==> config.mk <==
export PLATFORM = sky130hd
export DESIGN_NAME = gpio_pin_interrupt_detect
export DESIGN_NICKNAME = d
export VERILOG_FILES = /design/src/gpio_irq_pkg.sv /design/src/gpio_pin_interrupt_detect.sv
export SDC_FILE = /design/constraint.sdc
export NUM_CORES = 1
export LEC_CHECK = 0
export BUFFER_PORTS_ARGS = -buffer_cell sky130_fd_sc_hd__buf_2
export CAP_MARGIN = 20
export CORE_ASPECT_RATIO = 1.2
export CORE_UTILIZATION = 55
export DETAILED_ROUTE_END_ITERATION = 10
export GPL_TIMING_DRIVEN = 0
export HOLD_SLACK_MARGIN = 0.15
export PLACE_DENSITY_LB_ADDON = 0.05
export SYNTH_ARGS = -nofsm -noshare
export SYNTH_HDL_FRONTEND = slang
export SYNTH_SLANG_ARGS = --single-unit
==> constraint.sdc <==
create_clock -name sys_clk -period 5.4 [get_ports sys_clk]
set_clock_uncertainty 0.2 [all_clocks]
set_input_delay 0.27 -clock sys_clk [delete_from_list [all_inputs] [get_ports sys_clk]]
set_output_delay 0.27 -clock sys_clk [all_outputs]
set_load 0.005 [all_outputs]
==> src/gpio_irq_pkg.sv <==
`default_nettype none
package gpio_irq_pkg;
    localparam int          PINS        = 16;
    localparam int          HALF        = 8;
    localparam int          DW          = 32;
    // Register indices; the byte address on APB is four times the index.
    localparam logic [31:0] IDX_EN      = 32'h1500_1084;
    localparam logic [31:0] IDX_PEND    = 32'h1500_1086;
    localparam logic [31:0] IDX_TRIG    = 32'h1500_1088;
    localparam logic [31:0] IDX_LVL_LO  = 32'h1500_108a;
    localparam logic [31:0] IDX_LVL_HI  = 32'h1500_108c;
    localparam logic [31:0] IDX_EVT     = 32'h1500_1090;
    localparam logic [31:0] IDX_MASK    = 32'h1500_1092;
    localparam logic [31:0] ADDR_EN     = IDX_EN << 2;
    localparam logic [31:0] ADDR_PEND   = IDX_PEND << 2;
    localparam logic [31:0] ADDR_TRIG   = IDX_TRIG << 2;
    localparam logic [31:0] ADDR_LVL_LO = IDX_LVL_LO << 2;
    localparam logic [31:0] ADDR_LVL_HI = IDX_LVL_HI << 2;
    localparam logic [31:0] ADDR_EVT    = IDX_EVT << 2;
    localparam logic [31:0] ADDR_MASK   = IDX_MASK << 2;
    // Level register layout: both-edge enables above, polarity below.
    localparam int          BOTH_LSB    = 8;
    localparam int          POL_LSB     = 0;
    localparam logic [15:0] RST_REG16   = 16'h0000;
    localparam logic [31:0] RST_RDATA   = 32'h0000_0000;
    typedef enum logic {ST_IDLE, ST_ACCESS} apb_state_t;
endpackage
`default_nettype wire

==> src/gpio_pin_interrupt_detect.sv <==
// Function
// One detection-enable bit per pin 15:0; 1 enables, 0 disables detection.
// Enabled pin meeting its selected trigger condition sets its pending flag.
// A disabled pin never sets its pending flag.
// Pending register reads 1 for pins with an interrupt, 0 otherwise.
// Software clears a flag by writing 1, then writes 0 to cancel.
// Software clear works only on edge-mode pins; level-mode clears ignored.
// Level-mode pending flag clears itself once the source goes inactive.
// One trigger-select bit per pin; 1 edge, 0 level.
// Edge mode detects pin transitions, per both-edge and polarity settings.
// Level mode detects while the pin sits at its polarity level.
// Both-edge enables for pins 7:0 sit in bits 15:8 of low level register.
// Polarity for pins 7:0 in bits 7:0; high/rising is 1, low/falling 0.
// Both-edge enable applies only in edge mode.
// Both-edge enable set ignores polarity and detects rising and falling edges.
// Detected requests reach the host through one interrupt request output; irq here is raised only for new events in evt_reg whose mask_reg bit is set.
// A second level register holds both-edge and polarity bits for pins 15:8.
// Pin inputs are synchronised before edge or level evaluation.
//
// Decided for this implementation: the APB interface to the registers.
`timescale 1ns/1ps
`default_nettype none
module gpio_pin_interrupt_detect (
    input  wire logic                           sys_clk,
    input  wire logic                           arst_n,
    input  wire logic                           psel,
    input  wire logic                           penable,
    input  wire logic                           pwrite,
    input  wire logic [31:0]                    paddr,
    input  wire logic [gpio_irq_pkg::DW-1:0]    pwdata,
    input  wire logic [3:0]                     pstrb,
    output var  logic [gpio_irq_pkg::DW-1:0]    prdata,
    output var  logic                           pready,
    output var  logic                           pslverr,
    input  wire logic [gpio_irq_pkg::PINS-1:0]  gpio_in,
    output var  logic                           irq
);
    import gpio_irq_pkg::*;

    logic [15:0] en_reg;
    logic [15:0] trig_reg;
    logic [15:0] lvl_lo_reg;
    logic [15:0] lvl_hi_reg;
    logic [15:0] pend_reg;
    logic [15:0] clr_hold_reg;
    logic [15:0] evt_reg;
    logic [15:0] mask_reg;
    logic [15:0] sync1_reg;
    logic [15:0] sync2_reg;
    logic [15:0] prev_reg;
    logic [15:0] hit;
    logic [15:0] pend_next;
    logic [15:0] rd_clr_reg;
    logic [31:0] rdata_next;
    logic        err_next;
    logic        sel_evt_reg;
    logic        wr_go;
    logic        rd_go;
    apb_state_t  state_reg;

    // Two flops before any use; a third keeps the previous level for edges.
    always_ff @(posedge sys_clk or negedge arst_n) begin
        if (!arst_n) begin
            sync1_reg <= RST_REG16;
            sync2_reg <= RST_REG16;
            prev_reg  <= RST_REG16;
        end else begin
            sync1_reg <= gpio_in;
            sync2_reg <= sync1_reg;
            prev_reg  <= sync2_reg;
        end
    end

    // Per-pin trigger evaluation.
    genvar g;
    generate
        for (g = 0; g < PINS; g++) begin : g_pin
            logic [15:0] lvl;
            logic        both;
            logic        pol;
            logic        s;
            logic        p;
            logic        edge_hit;
            logic        level_hit;
            if (g < HALF) begin : g_lo
                assign lvl = lvl_lo_reg;
            end else begin : g_hi
                assign lvl = lvl_hi_reg;
            end
            assign both      = lvl[BOTH_LSB + (g % HALF)];
            assign pol       = lvl[POL_LSB + (g % HALF)];
            assign s         = sync2_reg[g];
            assign p         = prev_reg[g];
            assign edge_hit  = both ? (s ^ p) :
                               (pol ? (s & ~p) : (~s & p));
            assign level_hit = (s == pol);
            // The both-edge bit only enters through edge_hit.
            assign hit[g] = en_reg[g] &
                            (trig_reg[g] ? edge_hit : level_hit);
        end
    endgenerate

    // A new detection wins over a pending clear in the same cycle.
    always_comb begin
        pend_next = hit | (pend_reg & trig_reg & ~clr_hold_reg);
        pend_next = pend_next | (hit & ~trig_reg);
    end

    always_ff @(posedge sys_clk or negedge arst_n) begin
        if (!arst_n) begin
            pend_reg <= RST_REG16;
        end else begin
            pend_reg <= pend_next;
        end
    end

    // APB: setup latches the answer, access completes with pready high.
    assign wr_go = psel && penable && pready && pwrite;
    assign rd_go = psel && penable && pready && !pwrite;

    always_comb begin
        rdata_next = RST_RDATA;
        err_next   = 1'b0;
        if (paddr == ADDR_EN) begin
            rdata_next[15:0] = en_reg;
        end else if (paddr == ADDR_PEND) begin
            rdata_next[15:0] = pend_reg;
        end else if (paddr == ADDR_TRIG) begin
            rdata_next[15:0] = trig_reg;
        end else if (paddr == ADDR_LVL_LO) begin
            rdata_next[15:0] = lvl_lo_reg;
        end else if (paddr == ADDR_LVL_HI) begin
            rdata_next[15:0] = lvl_hi_reg;
        end else if (paddr == ADDR_EVT) begin
            rdata_next[15:0] = evt_reg;
        end else if (paddr == ADDR_MASK) begin
            rdata_next[15:0] = mask_reg;
        end else begin
            err_next = 1'b1;
        end
    end

    always_ff @(posedge sys_clk or negedge arst_n) begin
        if (!arst_n) begin
            state_reg   <= ST_IDLE;
            pready      <= 1'b0;
            prdata      <= RST_RDATA;
            pslverr     <= 1'b0;
            rd_clr_reg  <= RST_REG16;
            sel_evt_reg <= 1'b0;
        end else begin
            case (state_reg)
                ST_IDLE: begin
                    if (psel && !penable) begin
                        state_reg   <= ST_ACCESS;
                        pready      <= 1'b1;
                        prdata      <= pwrite ? RST_RDATA : rdata_next;
                        pslverr     <= err_next;
                        rd_clr_reg  <= rdata_next[15:0];
                        sel_evt_reg <= (paddr == ADDR_EVT) && !pwrite;
                    end
                end
                default: begin
                    state_reg   <= ST_IDLE;
                    pready      <= 1'b0;
                    pslverr     <= 1'b0;
                    sel_evt_reg <= 1'b0;
                end
            endcase
        end
    end

    // Writes need both low byte lanes; upper lanes hold only reserved bits.
    always_ff @(posedge sys_clk or negedge arst_n) begin
        if (!arst_n) begin
            en_reg       <= RST_REG16;
            trig_reg     <= RST_REG16;
            lvl_lo_reg   <= RST_REG16;
            lvl_hi_reg   <= RST_REG16;
            clr_hold_reg <= RST_REG16;
            mask_reg     <= RST_REG16;
        end else if (wr_go && !pslverr && (pstrb[1:0] == 2'h3)) begin
            if (paddr == ADDR_EN) begin
                en_reg <= pwdata[15:0];
            end else if (paddr == ADDR_PEND) begin
                clr_hold_reg <= pwdata[15:0];
            end else if (paddr == ADDR_TRIG) begin
                trig_reg <= pwdata[15:0];
            end else if (paddr == ADDR_LVL_LO) begin
                lvl_lo_reg <= pwdata[15:0];
            end else if (paddr == ADDR_LVL_HI) begin
                lvl_hi_reg <= pwdata[15:0];
            end else if (paddr == ADDR_MASK) begin
                mask_reg <= pwdata[15:0];
            end
        end
    end

    // Only bits the read actually returned are cleared, so a newer event stays.
    always_ff @(posedge sys_clk or negedge arst_n) begin
        if (!arst_n) begin
            evt_reg <= RST_REG16;
        end else if (rd_go && sel_evt_reg) begin
            evt_reg <= (evt_reg & ~rd_clr_reg) | (hit & ~pend_reg);
        end else begin
            evt_reg <= evt_reg | (hit & ~pend_reg);
        end
    end

    always_ff @(posedge sys_clk or negedge arst_n) begin
        if (!arst_n) begin
            irq <= 1'b0;
        end else begin
            irq <= |(evt_reg & mask_reg);
        end
    end

    // Checking helpers.
    logic [15:0] keep_v;
    logic [15:0] lvl_v;
    logic        cfg_rise0;
    logic        cfg_both0;
    logic        cfg_high1;
    logic        cfg_fall0;
    logic [15:0] pol_v;
    logic [15:0] both_v;
    logic [15:0] rise_v;
    logic [15:0] fall_v;
    logic [15:0] edge_v;
    logic [15:0] lvl_en_v;
    assign keep_v    = pend_reg & trig_reg & ~clr_hold_reg;
    assign lvl_v     = ~trig_reg;
    assign cfg_rise0 = en_reg[0] && trig_reg[0] && lvl_lo_reg[0] && !lvl_lo_reg[8];
    assign cfg_both0 = en_reg[0] && trig_reg[0] && lvl_lo_reg[8];
    assign cfg_high1 = en_reg[1] && !trig_reg[1] && lvl_lo_reg[1];
    assign cfg_fall0 = en_reg[0] && trig_reg[0] && !lvl_lo_reg[0] && !lvl_lo_reg[8];
    // Reference terms are rebuilt from the registers, not taken from the per-pin logic.
    assign pol_v     = {lvl_hi_reg[POL_LSB +: HALF], lvl_lo_reg[POL_LSB +: HALF]};
    assign both_v    = {lvl_hi_reg[BOTH_LSB +: HALF], lvl_lo_reg[BOTH_LSB +: HALF]};
    assign rise_v    = sync2_reg & ~prev_reg;
    assign fall_v    = ~sync2_reg & prev_reg;
    assign edge_v    = en_reg & trig_reg & ((both_v & (rise_v | fall_v)) |
                       (~both_v & pol_v & rise_v) | (~both_v & ~pol_v & fall_v));
    assign lvl_en_v  = en_reg & ~trig_reg;
endmodule
`default_nettype wire

==> results.md <==
- Dpl cells: 1178
- Initial antenna violation count: 0
- Antenna cells: 0
- Die height: 150 um
- Startpoint Class: input pin
- Most frequent cells in the layout: dfrtp_1, nand2_1, buf_2
- Fraction of layout cells with a size suffix above 1: 25.1%
- Failing checks: DRC
- Largest net degree at the start of global routing: 122
- Status: finished with violations
- Maximum clock path buffer count: 3
- Mean post-synth cell area: 11.7 um2
- Port bufs: 86
- Primary FF master, synth: dfrtp_1
- # clock sinks: about 210
- Final cell count without fillers: around 1300
- CTS tree: done
- Area growth from synthesis to final layout: 19.7%
- Crit Reg-Reg Startpoint: pready
- Maximum vdd ir drop: 0.000221 V
- Crit Path Class: in -> reg
- Asr flop ratio synth: 100%
- Min cycle time layout: 3250 ps
- CTS buffer count: 23
- Synth Cell Area: about 10000 um2
- Cell variety after synth: 65
- CP max stage cell: dlygate4sd3_1
- Max Cap Viol: 0
- Tot GR Track Use: 28.5%
- Busiest grt layer: met2
- Worst Max-Slew Pin Slew: 1020 ps
- Root Driver: clkbuf_16
- Post-synth EDFFs: 0
- CP top delay family: buffers and inverters
- # DRC: 22
- Core area: about 18000 um2
- Hold crit path type: reg -> reg
- FMAX: 307 MHz
- Buf/Inv on CP: 4
- Worst path max stage delay: ~650 ps
- Post-DP HPWL: 17300 um
- Via/cell ratio: 5.90
- Routed wire per std cell: 20.6 um
- Filler cell count in the final layout: 1433
- Ys Warns: 0
- Data arrival, critical path: 3480 ps
- Crit path from: paddr[1]
- DIE AREA: 18700 um2
- Num ports: 124
- M3 GR Usage: around 3.2%
- Number of hold violations in the final report: 0
- Placed Area: roughly 11000 um2
- Site Rows: 53
- Max-Slew Margin vs Limit: 31.6%
- Register area share after synthesis: between 50% and 60%
- Start point of the worst hold path: sync1_reg[15]
- Met1 Use GR: 37.9%
- Post-CTS sizing: 0
- Critical Path Fanout Max: 6
- Routed vias: 7445
- Starting Density: 56.6%
- Cell area after layout: 12000 um2
- Grt total ovfl: 0
- Vias in the first global route: 7198
- Die width: 125 um
- DR pass1 iterations: 8
- RSZ-0062 raised after global routing: false
- Final wirelength: 25900 um
- Max reg flops: 32
- Period utilization: about three fifths
- Setup Fix Bufs, Post-CTS: 0
- Worst EP required: 5620 ps
- 1st-iter DRT viols: 588
- Commonest non-fill, non-tap cell in the layout: dfrtp_1
- Power per cell area: about 280 nW/um2
- Met2 Use GR: 48.5%
- Slew Viols, Final: 0
- Final setup viols: 0
- Number of synthesized register bits: 213
- Final setup TNS: 0 ps
- Htree depth: 1
- Nature of the critical path endpoint: flop
- Final Net Count: 1146
- Gpl congestion: 0.933
- # hold bufs at CTS: 42
- Crit-path cells: dlygate4sd3_1 -> buf_2 -> nor4b_2 -> dlygate4sd3_1 -> nand2_1 -> nor3_1 -> buf_2 -> o2bb2ai_1 -> nand3b_1 -> o21ai_0
- Antenna Nets Post-Route: 0
- First-pass GRT wire length: between 40000 and 50000 um
- Leakage: 0.00586 uW
- Reg clk slew, reported paths: around 60 ps
- Worst-Skew Late Latency: between 500 and 600 ps
- Cells after synthesis: 855
[kinds of logic (layout without fill, tap and decap cells)]
logic type	after synthesis	in the layout	synth area share [%]
DFF	213	213	53.4
xor gates and xnor gates	16	16	1.40
AOI/OAI and AO/OA	186	186	12.7
buffers and inverters	83	254	4.12
muxes	118	118	13.2
and+or+nand+nor	206	206	11.1
other	1	16	0.0375
adders and majority gates	32	32	4.01
[synthesized netlist by cell type (2+ instances only)]
| cell | n | share of area (%) |
|---|---|---|
| xor2_1 | 16 | 1.4 |
| o21ai_0 | 73 | 3.7 |
| nor2_1 | 19 | 0.71 |
| a22oi_1 | 4 | 0.30 |
| a21o_1 | 6 | 0.45 |
| dfrtp_1 | 213 | 53 |
| buf_4 | 20 | 1.5 |
| nor4_1 | 2 | 0.13 |
| a22o_1 | 4 | 0.35 |
| nor4b_2 | 3 | 0.45 |
| mux2i_1 | 6 | 0.60 |
| o2111ai_1 | 7 | 0.61 |
| o221ai_1 | 8 | 0.70 |
| nand3b_1 | 12 | 0.90 |
| mux2_1 | 27 | 3.0 |
| and2_1 | 4 | 0.25 |
| nor4_4 | 2 | 0.43 |
| and4bb_2 | 2 | 0.25 |
| inv_1 | 36 | 1.4 |
| nor3_1 | 3 | 0.15 |
| nand3_1 | 9 | 0.45 |
| nor2b_1 | 2 | 0.13 |
| nand3_2 | 3 | 0.30 |
| nand2b_1 | 5 | 0.31 |
| buf_2 | 8 | 0.40 |
| nand4_2 | 3 | 0.38 |
| buf_6 | 2 | 0.23 |
| mux2_2 | 85 | 9.6 |
| clkbuf_1 | 16 | 0.60 |
| o2bb2ai_1 | 7 | 0.61 |
| nand4_1 | 4 | 0.25 |
| ha_1 | 32 | 4.0 |
| o31ai_1 | 7 | 0.53 |
| a32o_1 | 6 | 0.60 |
| a221oi_1 | 4 | 0.35 |
| a21oi_1 | 14 | 0.70 |
| o32a_1 | 7 | 0.70 |
| nand2_1 | 120 | 4.5 |
| o211ai_1 | 20 | 1.5 |
| nor4_2 | 2 | 0.25 |
| o22a_1 | 6 | 0.53 |
| a31oi_1 | 3 | 0.19 |
[through the flow]
stage | total power [uW] | hold slack, ps | utilization [%] | worst slack (ps)
floorplan | 1740 | -226 | - | 2960
global placement | 1830 | 132 | 60.9 | 221
detailed placement | 1840 | 135 | 61.2 | 2050
CTS | 3390 | 150 | 67.7 | 2200
global route | 3480 | 154 | 67.7 | 2020
finish | 3370 | 148 | 67.7 | 2150
[metal layers]
layer,vias to the layer above,share of wire [%]
li1,3384,-
met3,61,5.9
met5,-,0
met4,0,3.3
met1,3720,42
met2,280,49
[worst paths after layout]
check / to / slack (ps) / depth (start not counted)
max: prdata[8] / 2150 / 10
min: sync2_reg[15] / 150 / 0
max reg2reg: g_pin[0].lvl[14] / 2550 / 7
min reg2reg: sync2_reg[15] / 150 / 0
max in group asynchronous: g_pin[10].lvl[15] / 3780 / 3
min in group asynchronous: g_pin[10].lvl[14] / 170 / 2
[final cells by class]
cell class	instances	area (um2)	area share [%]
flip-flops and latches	213	5330	44.6
multi-input cells	574	4310	36.0
repair buffers	130	893	7.48
clock buffers	35	671	5.61
well taps	220	275	2.30
plain buffers	46	273	2.28
inverters	37	139	1.16
clock inverters	6	62.6	0.524
[report_power, final]
part	total [uW]	internal, uW	switching (uW)
logic	196	81.6	114
registers	1640	1620	16.1
clock network	1540	905	633
total	3370	2610	763
(Power assumes the default switching activity.)
